<file path="config.mk">
export PLATFORM = sky130hd
export DESIGN_NAME = apc_regs
export DESIGN_NICKNAME = d
export VERILOG_FILES = /design/src/apc_pkg.sv /design/src/apc_regs.sv
export SDC_FILE = /design/constraint.sdc
export NUM_CORES = 1
export LEC_CHECK = 0
export ABC_AREA = 1
export BUFFER_PORTS_ARGS = -buffer_cell sky130_fd_sc_hd__buf_4
export CAP_MARGIN = 15
export CORE_ASPECT_RATIO = 1.25
export CORE_MARGIN = 4
export CORE_UTILIZATION = 50
export DETAILED_ROUTE_END_ITERATION = 8
export GPL_TIMING_DRIVEN = 1
export PLACE_DENSITY = 0.63
export SETUP_SLACK_MARGIN = 0.02
export SLEW_MARGIN = 20
export SYNTH_ARGS = -nofsm -noshare
export SYNTH_HDL_FRONTEND = slang
export SYNTH_SLANG_ARGS = --single-unit
</file>
<file path="constraint.sdc">
create_clock -name mclk -period 5.8 [get_ports mclk]
set_clock_uncertainty 0.1 [all_clocks]
set_input_delay 0.58 -clock mclk [delete_from_list [all_inputs] [get_ports mclk]]
set_output_delay 0.58 -clock mclk [all_outputs]
set_load 0.1 [all_outputs]
</file>
<file path="src/apc_pkg.sv">
// Shared constants and types for the audio port and PLL configuration block.
package apc_pkg;

  // Register offsets.
  localparam logic [7:0] OFF_RX_PORT = 8'h0a;
  localparam logic [7:0] OFF_RX_FMT = 8'h0b;
  localparam logic [7:0] OFF_TX_PORT = 8'h0c;
  localparam logic [7:0] OFF_TX_FMT = 8'h0d;
  localparam logic [7:0] OFF_PLL_CTRL = 8'h14;
  localparam logic [7:0] OFF_FRAC_HI = 8'h15;
  localparam logic [7:0] OFF_FRAC_LO = 8'h16;
  localparam logic [7:0] OFF_LOOP_DIV = 8'h17;
  localparam logic [7:0] OFF_POPFREE = 8'h18;
  localparam logic [7:0] OFF_PLL_STAT = 8'h19;

  // Values after reset.
  localparam logic [7:0] RST_RX_PORT = 8'hd2;
  localparam logic [7:0] RST_RX_FMT = 8'h91;
  localparam logic [7:0] RST_TX_PORT = 8'hd3;
  localparam logic [7:0] RST_TX_FMT = 8'h91;
  localparam logic [7:0] RST_ZERO = 8'h00;
  localparam logic [7:0] RST_POS = 8'hff;

  // Status field positions, which no struct carries, and the fault clear bit of the pop-free struct.
  localparam int STAT_UNLOCK_BIT = 7;
  localparam int STAT_PWD_BIT = 6;
  localparam int STAT_BYP_BIT = 5;
  localparam int FAULT_CLEAR_BIT = 0;

  // Protocol format codes.
  localparam logic [2:0] FMT_LEFT = 3'h0;
  localparam logic [2:0] FMT_I2S = 3'h1;
  localparam logic [2:0] FMT_RIGHT = 3'h2;
  localparam logic [2:0] FMT_PCM = 3'h4;
  localparam logic [2:0] FMT_PCM_DLY = 3'h5;
  localparam logic [2:0] FMT_RSVD = 3'h6;
  localparam logic [2:0] FMT_DSP = 3'h7;

  // Divider and multiplier limits.
  localparam logic [3:0] IN_DIV_MIN = 4'h1;
  localparam logic [5:0] LOOP_MIN = 6'h05;

  // Serial frame geometry.
  localparam int SAMPLE_W = 24;
  localparam int FIFO_DEPTH = 16;
  localparam logic [7:0] SLOT_BITS = 8'h20;
  localparam logic [7:0] BYTE_BITS = 8'h08;

  // Timing: master bit clock half period.
  localparam int MCLK_MHZ = 100;
  localparam int BCLK_HALF_NS = 80;
  localparam int BCLK_HALF_CYC_I = (BCLK_HALF_NS * MCLK_MHZ / 1000 < 1) ? 1 :
                                   BCLK_HALF_NS * MCLK_MHZ / 1000;
  localparam logic [7:0] BCLK_HALF_CYC = 8'(BCLK_HALF_CYC_I);

  typedef enum logic [5:0] {
    I2C_IDLE = 6'h01,
    I2C_DEV = 6'h02,
    I2C_ACK = 6'h04,
    I2C_RX = 6'h08,
    I2C_TX = 6'h10,
    I2C_RACK = 6'h20
  } apc_i2c_e;

  typedef struct packed {
    logic bit_clock_edge_select;
    logic frame_left_high;
    logic tx_idle_drive;
    logic msb_first;
    logic [2:0] format;
    logic master;
  } apc_port_s;

  typedef struct packed {
    logic [1:0] word_length_field;
    logic [1:0] bit_clock_ratio;
    logic [1:0] slot_left;
    logic [1:0] slot_right;
  } apc_fmt_s;

  typedef struct packed {
    logic pll_manual_program;
    logic fractional_enable;
    logic rect_dither_off;
    logic tri_dither_off;
    logic [3:0] input_divider;
  } apc_pll_ctrl_s;

  typedef struct packed {
    logic fraction_strobe;
    logic strobe_bypass;
    logic [5:0] loop_divider;
  } apc_loopdiv_s;

  typedef struct packed {
    logic bypass_when_unlocked;
    logic bitclk_as_reference;
    logic pll_power_off;
    logic popfree_out_1a;
    logic popfree_out_1b;
    logic popfree_out_2a;
    logic popfree_out_2b;
    logic fault_clear;
  } apc_popfree_s;

  typedef struct packed {
    logic run_manual;
    logic fractional_enable;
    logic rect_dither_off;
    logic tri_dither_off;
    logic [3:0] input_divider;
    logic [5:0] loop_factor;
    logic [15:0] fraction_value;
    logic fraction_strobe;
    logic strobe_bypass;
    logic bypass_when_unlocked;
    logic bitclk_as_reference;
    logic pll_power_off;
  } apc_pll_s;

endpackage

</file>
<file path="src/apc_regs.sv">
// Audio serial port and PLL configuration registers with I2C access and transmit serializer.
`timescale 1ns/1ns

module apc_sync3 #(
  parameter logic INIT = 1'b0
) (
  // Clock and reset
  input wire logic mclk,
  input wire logic rst_n,
  // Level in and filtered level out
  input wire logic d,
  output logic q
);
  logic s1_r, s2_r, s3_r;

  always_ff @(posedge mclk)
  begin
    if (!rst_n)
    begin
      s1_r <= INIT;
      s2_r <= INIT;
      s3_r <= INIT;
    end
    else
    begin
      s1_r <= d;
      s2_r <= s1_r;
      s3_r <= s2_r;
    end
  end

  // A change is accepted only once the last two stages agree.
  always_ff @(posedge mclk)
  begin
    if (!rst_n)
      q <= INIT;
    else if (s2_r == s3_r)
      q <= s3_r;
  end
endmodule

module apc_fifo #(
  parameter int W = 24,
  parameter int D = 16
) (
  // Clock and reset
  input wire logic mclk,
  input wire logic rst_n,
  // Fill side
  input wire logic in_valid,
  output logic in_ready,
  input wire logic [W-1:0] in_data,
  // Drain side
  output logic out_valid,
  input wire logic out_ready,
  output logic [W-1:0] out_data
);
  localparam int AW = $clog2(D);
  localparam logic [AW:0] FULL = (AW+1)'(D);
  logic [W-1:0] mem [D];
  logic [AW-1:0] wr_ptr_r, rd_ptr_r;
  logic [AW:0] cnt_r, cnt_nxt;
  logic push, pop;

  assign push = in_valid && in_ready;
  assign pop = out_valid && out_ready;
  assign out_valid = (cnt_r != '0);
  assign out_data = mem[rd_ptr_r];

  always_comb
  begin
    cnt_nxt = cnt_r;
    if (push && !pop)
      cnt_nxt = cnt_r + 1'b1;
    else if (pop && !push)
      cnt_nxt = cnt_r - 1'b1;
  end

  always_ff @(posedge mclk)
  begin
    if (push)
      mem[wr_ptr_r] <= in_data;
  end

  always_ff @(posedge mclk)
  begin
    if (!rst_n)
    begin
      wr_ptr_r <= '0;
      rd_ptr_r <= '0;
      cnt_r <= '0;
      in_ready <= 1'b0;
    end
    else
    begin
      if (push)
        wr_ptr_r <= (wr_ptr_r == AW'(D - 1)) ? '0 : wr_ptr_r + 1'b1;
      if (pop)
        rd_ptr_r <= (rd_ptr_r == AW'(D - 1)) ? '0 : rd_ptr_r + 1'b1;
      cnt_r <= cnt_nxt;
      in_ready <= (cnt_nxt != FULL);
    end
  end
endmodule

module apc_regs #(
  parameter logic [6:0] DEV_ADDR = 7'h2a  // Arbitrary bus address.
) (
  // System
  input wire logic mclk,
  input wire logic rst_n,
  // I2C control port
  input wire logic i2c_scl,
  input wire logic i2c_sda_in,
  output logic i2c_sda_out,
  output logic i2c_sda_oe,
  // Sample stream into the transmit port
  input wire logic smp_valid,
  output logic smp_ready,
  input wire logic [apc_pkg::SAMPLE_W-1:0] smp_data,
  // Transmit serial port pins
  input wire logic bit_clock_input,
  input wire logic frame_clock_input,
  output logic bit_clock_out,
  output logic bit_clock_oe,
  output logic frame_clock_out,
  output logic frame_clock_oe,
  output logic serial_data_out,
  output logic serial_data_oe,
  // PLL
  input wire logic pll_lock,
  output apc_pkg::apc_pll_s pll_cfg,
  // Receive port and output stage controls
  output apc_pkg::apc_port_s rx_port_cfg,
  output apc_pkg::apc_fmt_s rx_fmt_cfg,
  output logic [3:0] popfree_out,
  output logic bridge_fault_clear
);
  import apc_pkg::*;

  apc_port_s rx_port_r, tx_port_r;
  apc_fmt_s rx_fmt_r, tx_fmt_r;
  apc_pll_ctrl_s pll_ctrl_r;
  apc_loopdiv_s loop_r;
  apc_popfree_s pop_r;
  logic [7:0] frac_hi_r, frac_lo_r;
  logic scl_q, sda_q, bclk_q, frm_q, lock_q;
  logic scl_p_r, sda_p_r;
  logic scl_rise, scl_fall, start_c, stop_c;
  apc_i2c_e state_r;
  logic [3:0] bit_cnt_r;
  logic [7:0] shift_r, ptr_r, rdata;
  logic rw_r, have_ptr_r, wr_en;
  logic unlocked;

  apc_sync3 #(.INIT(1'b1)) u_scl (.mclk(mclk), .rst_n(rst_n), .d(i2c_scl), .q(scl_q));
  apc_sync3 #(.INIT(1'b1)) u_sda (.mclk(mclk), .rst_n(rst_n), .d(i2c_sda_in), .q(sda_q));
  apc_sync3 #(.INIT(1'b0)) u_bck (.mclk(mclk), .rst_n(rst_n), .d(bit_clock_input),
                                  .q(bclk_q));
  apc_sync3 #(.INIT(1'b0)) u_frm (.mclk(mclk), .rst_n(rst_n), .d(frame_clock_input),
                                  .q(frm_q));
  apc_sync3 #(.INIT(1'b0)) u_lck (.mclk(mclk), .rst_n(rst_n), .d(pll_lock), .q(lock_q));

  assign scl_rise = scl_q && !scl_p_r;
  assign scl_fall = !scl_q && scl_p_r;
  assign start_c = scl_q && scl_p_r && sda_p_r && !sda_q;
  assign stop_c = scl_q && scl_p_r && !sda_p_r && sda_q;
  assign wr_en = (state_r == I2C_RX) && scl_fall && (bit_cnt_r == 4'h8) && have_ptr_r;
  assign unlocked = !lock_q;

  always_ff @(posedge mclk)
  begin
    if (!rst_n)
    begin
      scl_p_r <= 1'b1;
      sda_p_r <= 1'b1;
      i2c_sda_out <= 1'b0;
    end
    else
    begin
      scl_p_r <= scl_q;
      sda_p_r <= sda_q;
      i2c_sda_out <= 1'b0;
    end
  end

  // Read mux; the status word is built live from the PLL condition each read.
  always_comb
  begin
    rdata = 8'h00;
    unique case (ptr_r)
      OFF_RX_PORT: rdata = rx_port_r;
      OFF_RX_FMT: rdata = rx_fmt_r;
      OFF_TX_PORT: rdata = tx_port_r;
      OFF_TX_FMT: rdata = tx_fmt_r;
      OFF_PLL_CTRL: rdata = pll_ctrl_r;
      OFF_FRAC_HI: rdata = frac_hi_r;
      OFF_FRAC_LO: rdata = frac_lo_r;
      OFF_LOOP_DIV: rdata = loop_r;
      OFF_POPFREE: rdata = pop_r;
      OFF_PLL_STAT:
      begin
        rdata[STAT_UNLOCK_BIT] = unlocked;
        rdata[STAT_PWD_BIT] = pop_r.pll_power_off;
        rdata[STAT_BYP_BIT] = pop_r.bypass_when_unlocked && unlocked;
      end
      default: rdata = 8'h00;
    endcase
  end

  // I2C slave: address byte, register pointer, then data with auto-increment.
  always_ff @(posedge mclk)
  begin
    if (!rst_n)
    begin
      state_r <= I2C_IDLE;
      bit_cnt_r <= 4'h0;
      shift_r <= 8'h00;
      ptr_r <= 8'h00;
      rw_r <= 1'b0;
      have_ptr_r <= 1'b0;
      i2c_sda_oe <= 1'b0;
    end
    else if (start_c)
    begin
      state_r <= I2C_DEV;
      bit_cnt_r <= 4'h0;
      have_ptr_r <= 1'b0;
      i2c_sda_oe <= 1'b0;
    end
    else if (stop_c)
    begin
      state_r <= I2C_IDLE;
      i2c_sda_oe <= 1'b0;
    end
    else
    begin
      unique case (state_r)
        I2C_IDLE: ;
        I2C_DEV, I2C_RX:
        begin
          if (scl_rise && bit_cnt_r != 4'h8)
          begin
            shift_r <= {shift_r[6:0], sda_q};
            bit_cnt_r <= bit_cnt_r + 4'h1;
          end
          else if (scl_fall && bit_cnt_r == 4'h8)
          begin
            if (state_r == I2C_DEV)
            begin
              if (shift_r[7:1] == DEV_ADDR)
              begin
                state_r <= I2C_ACK;
                rw_r <= shift_r[0];
                i2c_sda_oe <= 1'b1;
              end
              else
                state_r <= I2C_IDLE;
            end
            else
            begin
              if (have_ptr_r)
                ptr_r <= ptr_r + 8'h01;
              else
                ptr_r <= shift_r;
              have_ptr_r <= 1'b1;
              state_r <= I2C_ACK;
              i2c_sda_oe <= 1'b1;
            end
          end
        end
        I2C_ACK, I2C_RACK:
        begin
          if (state_r == I2C_RACK && scl_rise && sda_q)
            state_r <= I2C_IDLE;
          else if (scl_fall)
          begin
            if (rw_r)
            begin
              state_r <= I2C_TX;
              shift_r <= rdata;
              i2c_sda_oe <= !rdata[7];
              ptr_r <= ptr_r + 8'h01;
              bit_cnt_r <= 4'h1;
            end
            else
            begin
              state_r <= I2C_RX;
              i2c_sda_oe <= 1'b0;
              bit_cnt_r <= 4'h0;
            end
          end
        end
        I2C_TX:
        begin
          if (scl_fall)
          begin
            if (bit_cnt_r == 4'h8)
            begin
              state_r <= I2C_RACK;
              i2c_sda_oe <= 1'b0;
            end
            else
            begin
              i2c_sda_oe <= !shift_r[6];
              shift_r <= {shift_r[6:0], 1'b0};
              bit_cnt_r <= bit_cnt_r + 4'h1;
            end
          end
        end
        default: state_r <= I2C_IDLE;
      endcase
    end
  end

  // Register file; the status offset has no storage so writes there fall away.
  always_ff @(posedge mclk)
  begin
    if (!rst_n)
    begin
      rx_port_r <= RST_RX_PORT;
      rx_fmt_r <= RST_RX_FMT;
      tx_port_r <= RST_TX_PORT;
      tx_fmt_r <= RST_TX_FMT;
      pll_ctrl_r <= RST_ZERO;
      frac_hi_r <= RST_ZERO;
      frac_lo_r <= RST_ZERO;
      loop_r <= RST_ZERO;
      pop_r <= RST_ZERO;
      bridge_fault_clear <= 1'b0;
    end
    else
    begin
      bridge_fault_clear <= wr_en && ptr_r == OFF_POPFREE && shift_r[FAULT_CLEAR_BIT];
      if (wr_en)
      begin
        unique case (ptr_r)
          OFF_RX_PORT: rx_port_r <= shift_r;
          OFF_RX_FMT: rx_fmt_r <= shift_r;
          OFF_TX_PORT: tx_port_r <= shift_r;
          OFF_TX_FMT: tx_fmt_r <= shift_r;
          OFF_PLL_CTRL: pll_ctrl_r <= shift_r;
          OFF_FRAC_HI: frac_hi_r <= shift_r;
          OFF_FRAC_LO: frac_lo_r <= shift_r;
          OFF_LOOP_DIV: loop_r <= shift_r;
          OFF_POPFREE: pop_r <= {shift_r[7:1], 1'b0};
          default: ;
        endcase
      end
    end
  end

  // Outputs toward the receive port, pop-free switches and the analog PLL.
  always_ff @(posedge mclk)
  begin
    if (!rst_n)
    begin
      rx_port_cfg <= RST_RX_PORT;
      rx_fmt_cfg <= RST_RX_FMT;
      popfree_out <= 4'h0;
      pll_cfg <= '0;
    end
    else
    begin
      rx_port_cfg <= rx_port_r;
      rx_fmt_cfg <= rx_fmt_r;
      popfree_out <= {pop_r.popfree_out_1a, pop_r.popfree_out_1b,
                      pop_r.popfree_out_2a, pop_r.popfree_out_2b};
      pll_cfg <= '0;
      pll_cfg.run_manual <= pll_ctrl_r.pll_manual_program;
      pll_cfg.bypass_when_unlocked <= pop_r.bypass_when_unlocked;
      pll_cfg.bitclk_as_reference <= pop_r.bitclk_as_reference;
      pll_cfg.pll_power_off <= pop_r.pll_power_off;
      if (pll_ctrl_r.pll_manual_program)
      begin
        pll_cfg.fractional_enable <= pll_ctrl_r.fractional_enable;
        pll_cfg.fraction_value <= pll_ctrl_r.fractional_enable ?
                                  {frac_hi_r, frac_lo_r} : 16'h0000;
        pll_cfg.rect_dither_off <= pll_ctrl_r.rect_dither_off;
        pll_cfg.tri_dither_off <= pll_ctrl_r.tri_dither_off;
        pll_cfg.input_divider <= (pll_ctrl_r.input_divider < IN_DIV_MIN) ?
                                 IN_DIV_MIN : pll_ctrl_r.input_divider;
        pll_cfg.loop_factor <= (loop_r.loop_divider < LOOP_MIN) ?
                               LOOP_MIN : loop_r.loop_divider;
        pll_cfg.fraction_strobe <= loop_r.fraction_strobe;
        pll_cfg.strobe_bypass <= loop_r.strobe_bypass;
      end
    end
  end

  // Transmit serializer.
  logic [SAMPLE_W-1:0] fifo_data, cur_l_r, cur_r_r, nxt_l_r, nxt_r_r, word_l, word_r;
  logic fifo_valid, fifo_pop;
  logic nxt_vl_r, nxt_vr_r, cur_v_r, load0, word_v;
  logic [7:0] div_r, bcnt_r, pos_c, fbits, half, wlen, sl, sr, kl, kr, idx;
  logic bclk_gen_r, bck_q_r, bck_p_r, frm_prev_r, launch, sof, tdm, dly;
  logic in_l, in_r, bit_c;
  logic [31:0] ext_w;

  apc_fifo #(.W(SAMPLE_W), .D(FIFO_DEPTH)) u_fifo (
    .mclk(mclk),
    .rst_n(rst_n),
    .in_valid(smp_valid),
    .in_ready(smp_ready),
    .in_data(smp_data),
    .out_valid(fifo_valid),
    .out_ready(fifo_pop),
    .out_data(fifo_data)
  );

  assign fbits = (8'(tx_fmt_r.bit_clock_ratio) + 8'h01) * SLOT_BITS;
  assign half = fbits >> 1;
  assign wlen = (8'(tx_fmt_r.word_length_field) + 8'h01) * BYTE_BITS;
  assign tdm = tx_port_r.format[2];
  assign dly = (tx_port_r.format == FMT_I2S) || (tx_port_r.format == FMT_PCM_DLY);
  assign launch = (bck_q_r != bck_p_r) && (bck_q_r != tx_port_r.bit_clock_edge_select);
  assign sof = launch && !tx_port_r.master && (frm_q == tx_port_r.frame_left_high) &&
               (frm_prev_r != tx_port_r.frame_left_high);

  always_comb
  begin
    if (tx_port_r.master)
      pos_c = (bcnt_r >= fbits - 8'h01) ? 8'h00 : bcnt_r + 8'h01;
    else if (sof)
      pos_c = 8'h00;
    else
      pos_c = (bcnt_r == RST_POS) ? RST_POS : bcnt_r + 8'h01;
    if (tdm)
    begin
      sl = 8'(tx_fmt_r.slot_left) * wlen + 8'(dly);
      sr = 8'(tx_fmt_r.slot_right) * wlen + 8'(dly);
    end
    else if (tx_port_r.format == FMT_RIGHT)
    begin
      sl = half - wlen;
      sr = fbits - wlen;
    end
    else
    begin
      sl = 8'(dly);
      sr = half + 8'(dly);
    end
    kl = pos_c - sl;
    kr = pos_c - sr;
    in_l = (pos_c >= sl) && (kl < wlen);
    in_r = (pos_c >= sr) && (kr < wlen) && !in_l;
    load0 = launch && (pos_c == 8'h00);
    word_l = load0 ? nxt_l_r : cur_l_r;
    word_r = load0 ? nxt_r_r : cur_r_r;
    word_v = load0 ? (nxt_vl_r && nxt_vr_r) : cur_v_r;
    idx = in_l ? kl : kr;
    if (tx_port_r.msb_first)
      idx = wlen - 8'h01 - idx;
    ext_w = {8'h00, in_l ? word_l : word_r};
    bit_c = ext_w[idx[4:0]];
    fifo_pop = fifo_valid && !(nxt_vl_r && nxt_vr_r) && !load0;
  end

  // Master bit clock divider and the chosen bit clock level.
  always_ff @(posedge mclk)
  begin
    if (!rst_n)
    begin
      div_r <= 8'h00;
      bclk_gen_r <= 1'b0;
      bck_q_r <= 1'b0;
      bck_p_r <= 1'b0;
    end
    else
    begin
      div_r <= (div_r >= BCLK_HALF_CYC - 8'h01) ? 8'h00 : div_r + 8'h01;
      if (div_r >= BCLK_HALF_CYC - 8'h01)
        bclk_gen_r <= !bclk_gen_r;
      bck_q_r <= tx_port_r.master ? bclk_gen_r : bclk_q;
      bck_p_r <= bck_q_r;
    end
  end

  // Word staging keeps left and right paired; a half-filled pair never starts a frame.
  always_ff @(posedge mclk)
  begin
    if (!rst_n)
    begin
      nxt_vl_r <= 1'b0;
      nxt_vr_r <= 1'b0;
      cur_v_r <= 1'b0;
      nxt_l_r <= '0;
      nxt_r_r <= '0;
      cur_l_r <= '0;
      cur_r_r <= '0;
    end
    else if (load0)
    begin
      cur_l_r <= nxt_l_r;
      cur_r_r <= nxt_r_r;
      cur_v_r <= nxt_vl_r && nxt_vr_r;
      if (nxt_vl_r && nxt_vr_r)
      begin
        nxt_vl_r <= 1'b0;
        nxt_vr_r <= 1'b0;
      end
    end
    else if (fifo_pop)
    begin
      if (!nxt_vl_r)
      begin
        nxt_l_r <= fifo_data;
        nxt_vl_r <= 1'b1;
      end
      else
      begin
        nxt_r_r <= fifo_data;
        nxt_vr_r <= 1'b1;
      end
    end
  end

  // Data pin and its enable and frame clock pin drive at each launch edge; bit clock pin and clock enables every cycle.
  always_ff @(posedge mclk)
  begin
    if (!rst_n)
    begin
      bcnt_r <= RST_POS;
      frm_prev_r <= 1'b0;
      serial_data_out <= 1'b0;
      serial_data_oe <= 1'b0;
      frame_clock_out <= 1'b0;
      frame_clock_oe <= 1'b0;
      bit_clock_out <= 1'b0;
      bit_clock_oe <= 1'b0;
    end
    else
    begin
      bit_clock_out <= bclk_gen_r;
      bit_clock_oe <= tx_port_r.master;
      frame_clock_oe <= tx_port_r.master;
      if (launch)
      begin
        bcnt_r <= pos_c;
        frm_prev_r <= frm_q;
        if (tdm)
          frame_clock_out <= (pos_c == 8'h00) ~^ tx_port_r.frame_left_high;
        else
          frame_clock_out <= (pos_c < half) ~^ tx_port_r.frame_left_high;
        if (word_v && (in_l || in_r) && pos_c != RST_POS && tx_port_r.format != FMT_RSVD)
        begin
          serial_data_out <= bit_c;
          serial_data_oe <= 1'b1;
        end
        else
        begin
          serial_data_out <= 1'b0;
          serial_data_oe <= tx_port_r.tx_idle_drive;
        end
      end
    end
  end
endmodule

</file>
Word-level counts from Yosys, hierarchy flattened
Memory sizes are Yosys's and may differ from the RTL's. A register that Yosys moved wholly into a read port is not among the register bits.
Index checks and enable logic that the tools add are counted.
{"block": "totals", "mem_count": 1, "output_inout_bits": 65, "register_bits": 316, "wordCells": 384, "inputBits": 32, "ram_bits": 384}
{"memory": "u_fifo.mem", "depth": 16, "word_bits": 24, "read_ports": 1, "rd_ports_with_merged_regs": 1, "wr": 1, "line": "apc_regs.sv:60", "source": "logic [W-1:0] mem [D];"}
{"block": "classes", "bitwise": 11, "n_eq_ne": 56, "multipliers": 2, "add_sub_neg": 20, "order_cmp": 10, "mux": 82, "n_reduce_logical": 87}
{"operator": "8-bit two-way mux", "count": 21}
{"operator": "24-bit two-way mux", "count": 3}
{"operator": "8-bit by 5-bit == test with 1-bit output (second input constant)", "count": 6}
{"operator": "5-bit one-hot mux with 9 select lines", "count": 1}
{"operator": "6-bit two-way mux", "count": 7}
{"operator": "4-bit two-way mux", "count": 9}
{"operator": "1-bit logical AND", "count": 35}
{"operator": "8-bit by 4-bit == test with 1-bit output (second input constant)", "count": 4}
{"operator": "3-bit one-hot mux with 10 select lines", "count": 1}
{"operator": "1-bit two-way mux", "count": 25}
{"operator": "5-bit two-way mux", "count": 5}
{"operator": "8-bit by 1-bit adder with 8-bit output (second input constant)", "count": 3}
{"operator": "8-bit >= comparator", "count": 3}
{"operator": "6-bit one-hot mux with 4 select lines", "count": 1}
{"operator": "8-bit one-hot mux with 3 select lines", "count": 1}
{"operator": "2-bit AND reduction", "count": 11}
{"operator": "7-bit AND reduction", "count": 3}
{"operator": "2-bit != test (second input constant)", "count": 10}
{"operator": "4-bit != test (second input constant)", "count": 5}
{"operator": "9-bit AND reduction", "count": 2}
{"operator": "8-bit by 1-bit adder with 8-bit output", "count": 2}
{"operator": "8-bit by 6-bit less-than comparator with 1-bit output", "count": 2}
{"operator": "8-bit one-hot mux with 2 select lines", "count": 1}
{"operator": "8-bit subtractor", "count": 2}
{"operator": "other kinds (51)", "count": 105}

Depth between registers and ports, before layout
{"block": "depth", "ltp_word": 17, "mapped_depth": 33, "ltp_nobuf": 33}

By module
From an unflattened synthesis, not the netlist that was laid out.
{"block": "hier_totals", "hier_cells": 3029, "hier_area_um2": 30137.7}
{"mod": "apc_fifo", "n_inst": 1, "cells_per_inst": 1163, "area_per_inst_um2": 16324.4, "seq_area_each_um2": 11891.4}
{"mod": "apc_regs", "n_inst": 1, "cells_per_inst": 1793, "area_per_inst_um2": 13196.4, "seq_area_each_um2": 5645.4}
{"mod": "apc_sync3 (u_bck ...)", "n_inst": 3, "cells_per_inst": 13, "area_per_inst_um2": 116.4, "seq_area_each_um2": 80.1}
{"mod": "apc_sync3 (u_scl ...)", "n_inst": 2, "cells_per_inst": 17, "area_per_inst_um2": 133.9, "seq_area_each_um2": 80.1}

Least setup slack after synthesis
No wires, ideal clock.
{"block": "synth_timing", "kind": "reg-to-reg", "start": "reg tx_fmt_r[4] in the netlist's numbering", "end": "reg serial_data_out", "arrival_time_ps": 4486, "required_time_ps": 5633, "path_buffers": 0, "synth_period_minus_slack_ps": 4653, "slack_ps": 1147, "path_stages_with_launch": 34, "setup_ps": 67, "cell_sequence": "dfxtp_1 -> ha_1 -> xnor2_1 -> ha_1 -> nand2_1 -> inv_1 -> nor2_1 -> nand2_2 -> o21ai_1 -> nand2_1 -> ha_1 -> ha_1 -> nand3_1 -> nand2_1 -> nand2_1 -> xor2_1 -> ha_1 -> nand2_1 -> inv_1 -> nand2_1 -> nand2_2 -> nor2_8 -> nand3_4 -> clkinv_2 -> nand2_1 -> nand2_1 -> ha_1 -> xnor2_1 -> nand2_1 -> xnor2_1 -> nor2_1 -> a21oi_2 -> nand3_1 -> a21oi_2"}
{"block": "synth_between", "elab_chain_cells": 15, "elab_cells_between_ends": 39, "classes_between": "add/sub: 8; order compare: 5; eq/ne: 1; mux: 15; reduce/logical: 10"}
{"element": "from (decl)", "line": "apc_regs.sv:142", "source": "apc_fmt_s rx_fmt_r, tx_fmt_r;"}
{"element": "from (signal assigned)", "line": "apc_regs.sv:341", "source": "OFF_TX_FMT: tx_fmt_r <= shift_r;"}
{"element": "2-bit by 1-bit adder with 3-bit output (*)", "line": "apc_regs.sv:411", "source": "assign fbits = (8'(tx_fmt_r.bit_clock_ratio) + 8'h01) * SLOT_BITS;"}
{"element": "branches (longest 13 deep; another with 8-bit by 1-bit subtractor with 8-bit output)"}
{"element": "1-bit two-way mux (*)", "line": "apc_regs.sv:545", "source": "if (word_v && (in_l || in_r) && pos_c != RST_POS && tx_port_r.format != FMT_RSVD)"}
{"element": "to (signal assigned)", "line": "apc_regs.sv:547", "source": "serial_data_out <= bit_c;"}
{"element": "to (decl)", "line": "apc_regs.sv:128", "source": "output logic serial_data_out,"}
Every way passes the cells marked *. The select of a mux whose other input is x is not followed.
A chain may end at the register's enable or synchronous reset.

Worst setup path in the final report
{"block": "layout_timing", "start": "reg tx_fmt_r[5] in the netlist's numbering", "end": "reg serial_data_out"}
Same word-level chain as after synthesis.

==> metrics.txt <==
Achievable Freq=187 MHz; final period utilization=0.923; synthesized area per cell=10.0 µm²; Pre-Repair DR Iteration Count=7; chip height=282 µm; worst endpoint required time=6.16 ns; crit path DAT=5.71 ns; Antenna Nets Post-Route=0; VDD IR max=0.300 mV; root buf cell=clkbuf_16; Synth top area share=0.385; CTS Buf Count=70; crit path launch=tx_fmt_r[5]$_SDFFE_PN0P_; slowest cell on the critical path=dfxtp_1; Tmin final=5.35 ns; Post-Synthesis Cells=2986; post-synth cell types=60; vias in the first global route=20900; EDFF count, synth=384; hold-fix buffers at CTS=0; Finished Core Util=0.565; Clk pin slew, worst setup/hold paths=0.06 ns; final non-filler cell area=33600 µm²; wire per inst=19.3 µm; post-CTS setup buffers=0; IO Port Bufs=95; Setup crit start kind=flip-flop; Worst path max stage delay=0.41 ns; worst r2r path cells=33; post-route setup TNS=0 ns; hpwl dp=46200 µm; All-Layer GR Usage=0.229; slew margin rel.=0.302; vias per cell=5.55; H-tree levels=3; Die W=227 µm; Most common cell on crit path=nand2_1; Primary FF master, synth=edfxtp_1; sequential share of the synthesized area=0.598; DP Area=31400 µm²; Tot Pwr=12700 µW; die area=64000 µm²; via count=21400; r2r endpoint=serial_data_out$_SDFFE_PN0N_; hold depth=3; area grow syn2layout=12.0%; num ports=97; initial core utilization=0.505; Async SR Flop Fraction=0; Endpoint, Worst Hold=u_lck.s1_r$_SDFF_PN0_; FF-to-FF Start=tx_fmt_r[5]$_SDFFE_PN0P_; area leader, netlist=edfxtp_1; num rows=100; Min-Delay Path Class=in -> reg; Resize count post-CTS=0; run status=completed; CP Class=reg -> reg; pin count of the biggest net entering global routing=107; first-pass GRT wire length=116000 µm; Inserted Diodes=0; MaxCap Viol Count=0; worst slew pin tran=1.04 ns; Syn. warnings=0; Overflow after GRT=0; synthesized area=30000 µm²; DRT iter0 DRCs=1552; gpl congestion=0.922; FF+latch count, synth=704; share of layout cells above drive strength 1=0.110; CTS tree=yes; final hold violation count=0; final setup fails=0; CP max FO=16; core area=59400 µm²; HP Start=pll_lock; worst skew pair latency=0.61 ns; Slew Viols, Final=0; clk buf depth=3; Critical Path End Type=flip-flop; Leak=0.0130 µW; R2R Setup Slk=0.45 ns; synth top area cells=edfxtp_1 38%, dfxtp_1 21%, inv_1 5.0%; initial antenna violation count=0; power per cell area=379 nW/µm²; Final Routed Wirelength=74500 µm; clk sinks=704; final net count=3124; DRC Markers=0; RSZ-0062 raised after global routing=false
sequential cells by signal, indices dropped and copies added (netlist names), 8 cells and up, named ones only:
register and flops:
cur_r_r 24, loop_r 8, pll_ctrl_r 8, u_fifo.mem 384
tx_fmt_r 8, pll_cfg 35, ptr_r 8, frac_hi_r 8
rx_fmt_cfg 8, div_r 8, cur_l_r 24, shift_r 8
nxt_r_r 24, rx_port_cfg 8, rx_fmt_r 8, nxt_l_r 24
frac_lo_r 8, rx_port_r 8, bcnt_r 8
cell families (layout without fill, tap and decap cells):
family	after synthesis	in the layout	synth area share
AO/OA/AOI/OAI	747	747	0.150
flip-flops	704	704	0.598
XOR/XNOR	23	23	0.00672
multiplexers	97	97	0.0324
AND/OR/NAND/NOR	800	800	0.118
buffers and inverters	567	671	0.0744
other	1	5	0.000125
adder cells (fa/ha/maj)	47	47	0.0204
cell type report:
class                           count  area [µm²]
Timing Repair Buffer              133        1020
Clock buffer                       92        1940
Tap cell                          765         957
Fill cell                        5094       25900
Sequential cell                   704       17900
Inverter                          417        1570
Multi-Input combinational cell   1719        9890
Clock inverter                     29         254
through the flow:
step           cells  worst slack (ns)  hold WS, ns
3_3_place_gp    3738             0.548        0.295
3_5_place_dp    3738             0.475        0.301
6_report        3859             0.448       0.0541
2_1_floorplan   2990              1.15        0.290
5_1_grt         3859            0.0305       0.0387
4_1_cts         3859             0.444       0.0255
critical path: cells and delay by family (launching register included):
kind,cells,cell delay [ns]
XOR/XNOR,4,0.84
adder cells (fa/ha/maj),6,1.51
flip-flops,1,0.41
AO/OA/AOI/OAI,2,0.19
buffers and inverters,3,0.20
AND/OR/NAND/NOR,18,1.95
power by group:
part	switching, µW	internal, µW
sequential	309	5540
combinational	1650	871
clock	1880	2490
total	3840	8900
layout by cell type (no fill, tap or decap), types with 16 or more instances in the layout:
| cell type | instances |
|---|---|
| ha_1 | 44 |
| a21oi_1 | 203 |
| a31oi_1 | 24 |
| nor2_2 | 18 |
| or2_2 | 29 |
| clkinv_1 | 16 |
| nand4_1 | 18 |
| xor2_1 | 18 |
| nand2_1 | 316 |
| nor3_1 | 25 |
| a211oi_1 | 79 |
| edfxtp_1 | 384 |
| nand3_1 | 122 |
| buf_4 | 131 |
| clkbuf_16 | 71 |
| inv_1 | 399 |
| mux2i_1 | 97 |
| nor2_1 | 228 |
| o21ai_0 | 241 |
| o211ai_1 | 115 |
| dfxtp_1 | 317 |
routing by layer:
layer | share of wire | track usage | up-vias
li1 | - | - | 10400
met4 | 0.037 | 0.0947 | 0
met1 | 0.41 | 0.282 | 10300
met2 | 0.51 | 0.406 | 573
met5 | 0 | 0 | -
met3 | 0.045 | 0.0330 | 152
synth_stat cells, types with 7 or more instances:
cell type and n:
o21ai_1 12, a21oi_1 203, a211oi_1 79, nand4_1 18, inv_1 401, ha_1 44, clkbuf_1 112, inv_2 9
o21ai_0 241, or2_2 29, dfxtp_1 320, o21ai_2 10, o211ai_1 115, mux2i_1 97, a31oi_1 24, buf_1 15
nand3_1 122, xor2_1 18, edfxtp_1 384, nand2_1 316, nor4_1 7, o22ai_1 14, a221oi_1 15, o21a_1 14
nor3_1 25, buf_2 7, nor2_1 244, buf_4 7, buf_6 8, nand2_2 11
worst max path at each step:
| stage | cells past startpoint | slack [ns] | endpoint |
|---|---|---|---|
| 3_3_place_gp | 33 | 0.55 | serial_data_out$_SDFFE_PN0N_ |
| 3_5_place_dp | 33 | 0.48 | serial_data_out$_SDFFE_PN0N_ |
| 6_report | 33 | 0.45 | serial_data_out$_SDFFE_PN0N_ |
| 2_1_floorplan | 33 | 1.15 | serial_data_out$_SDFFE_PN0N_ |
| 5_1_grt | 33 | 0.03 | serial_data_out$_SDFFE_PN0N_ |
| 4_1_cts | 33 | 0.44 | serial_data_out$_SDFFE_PN0N_ |
(Power assumes the default switching activity.)
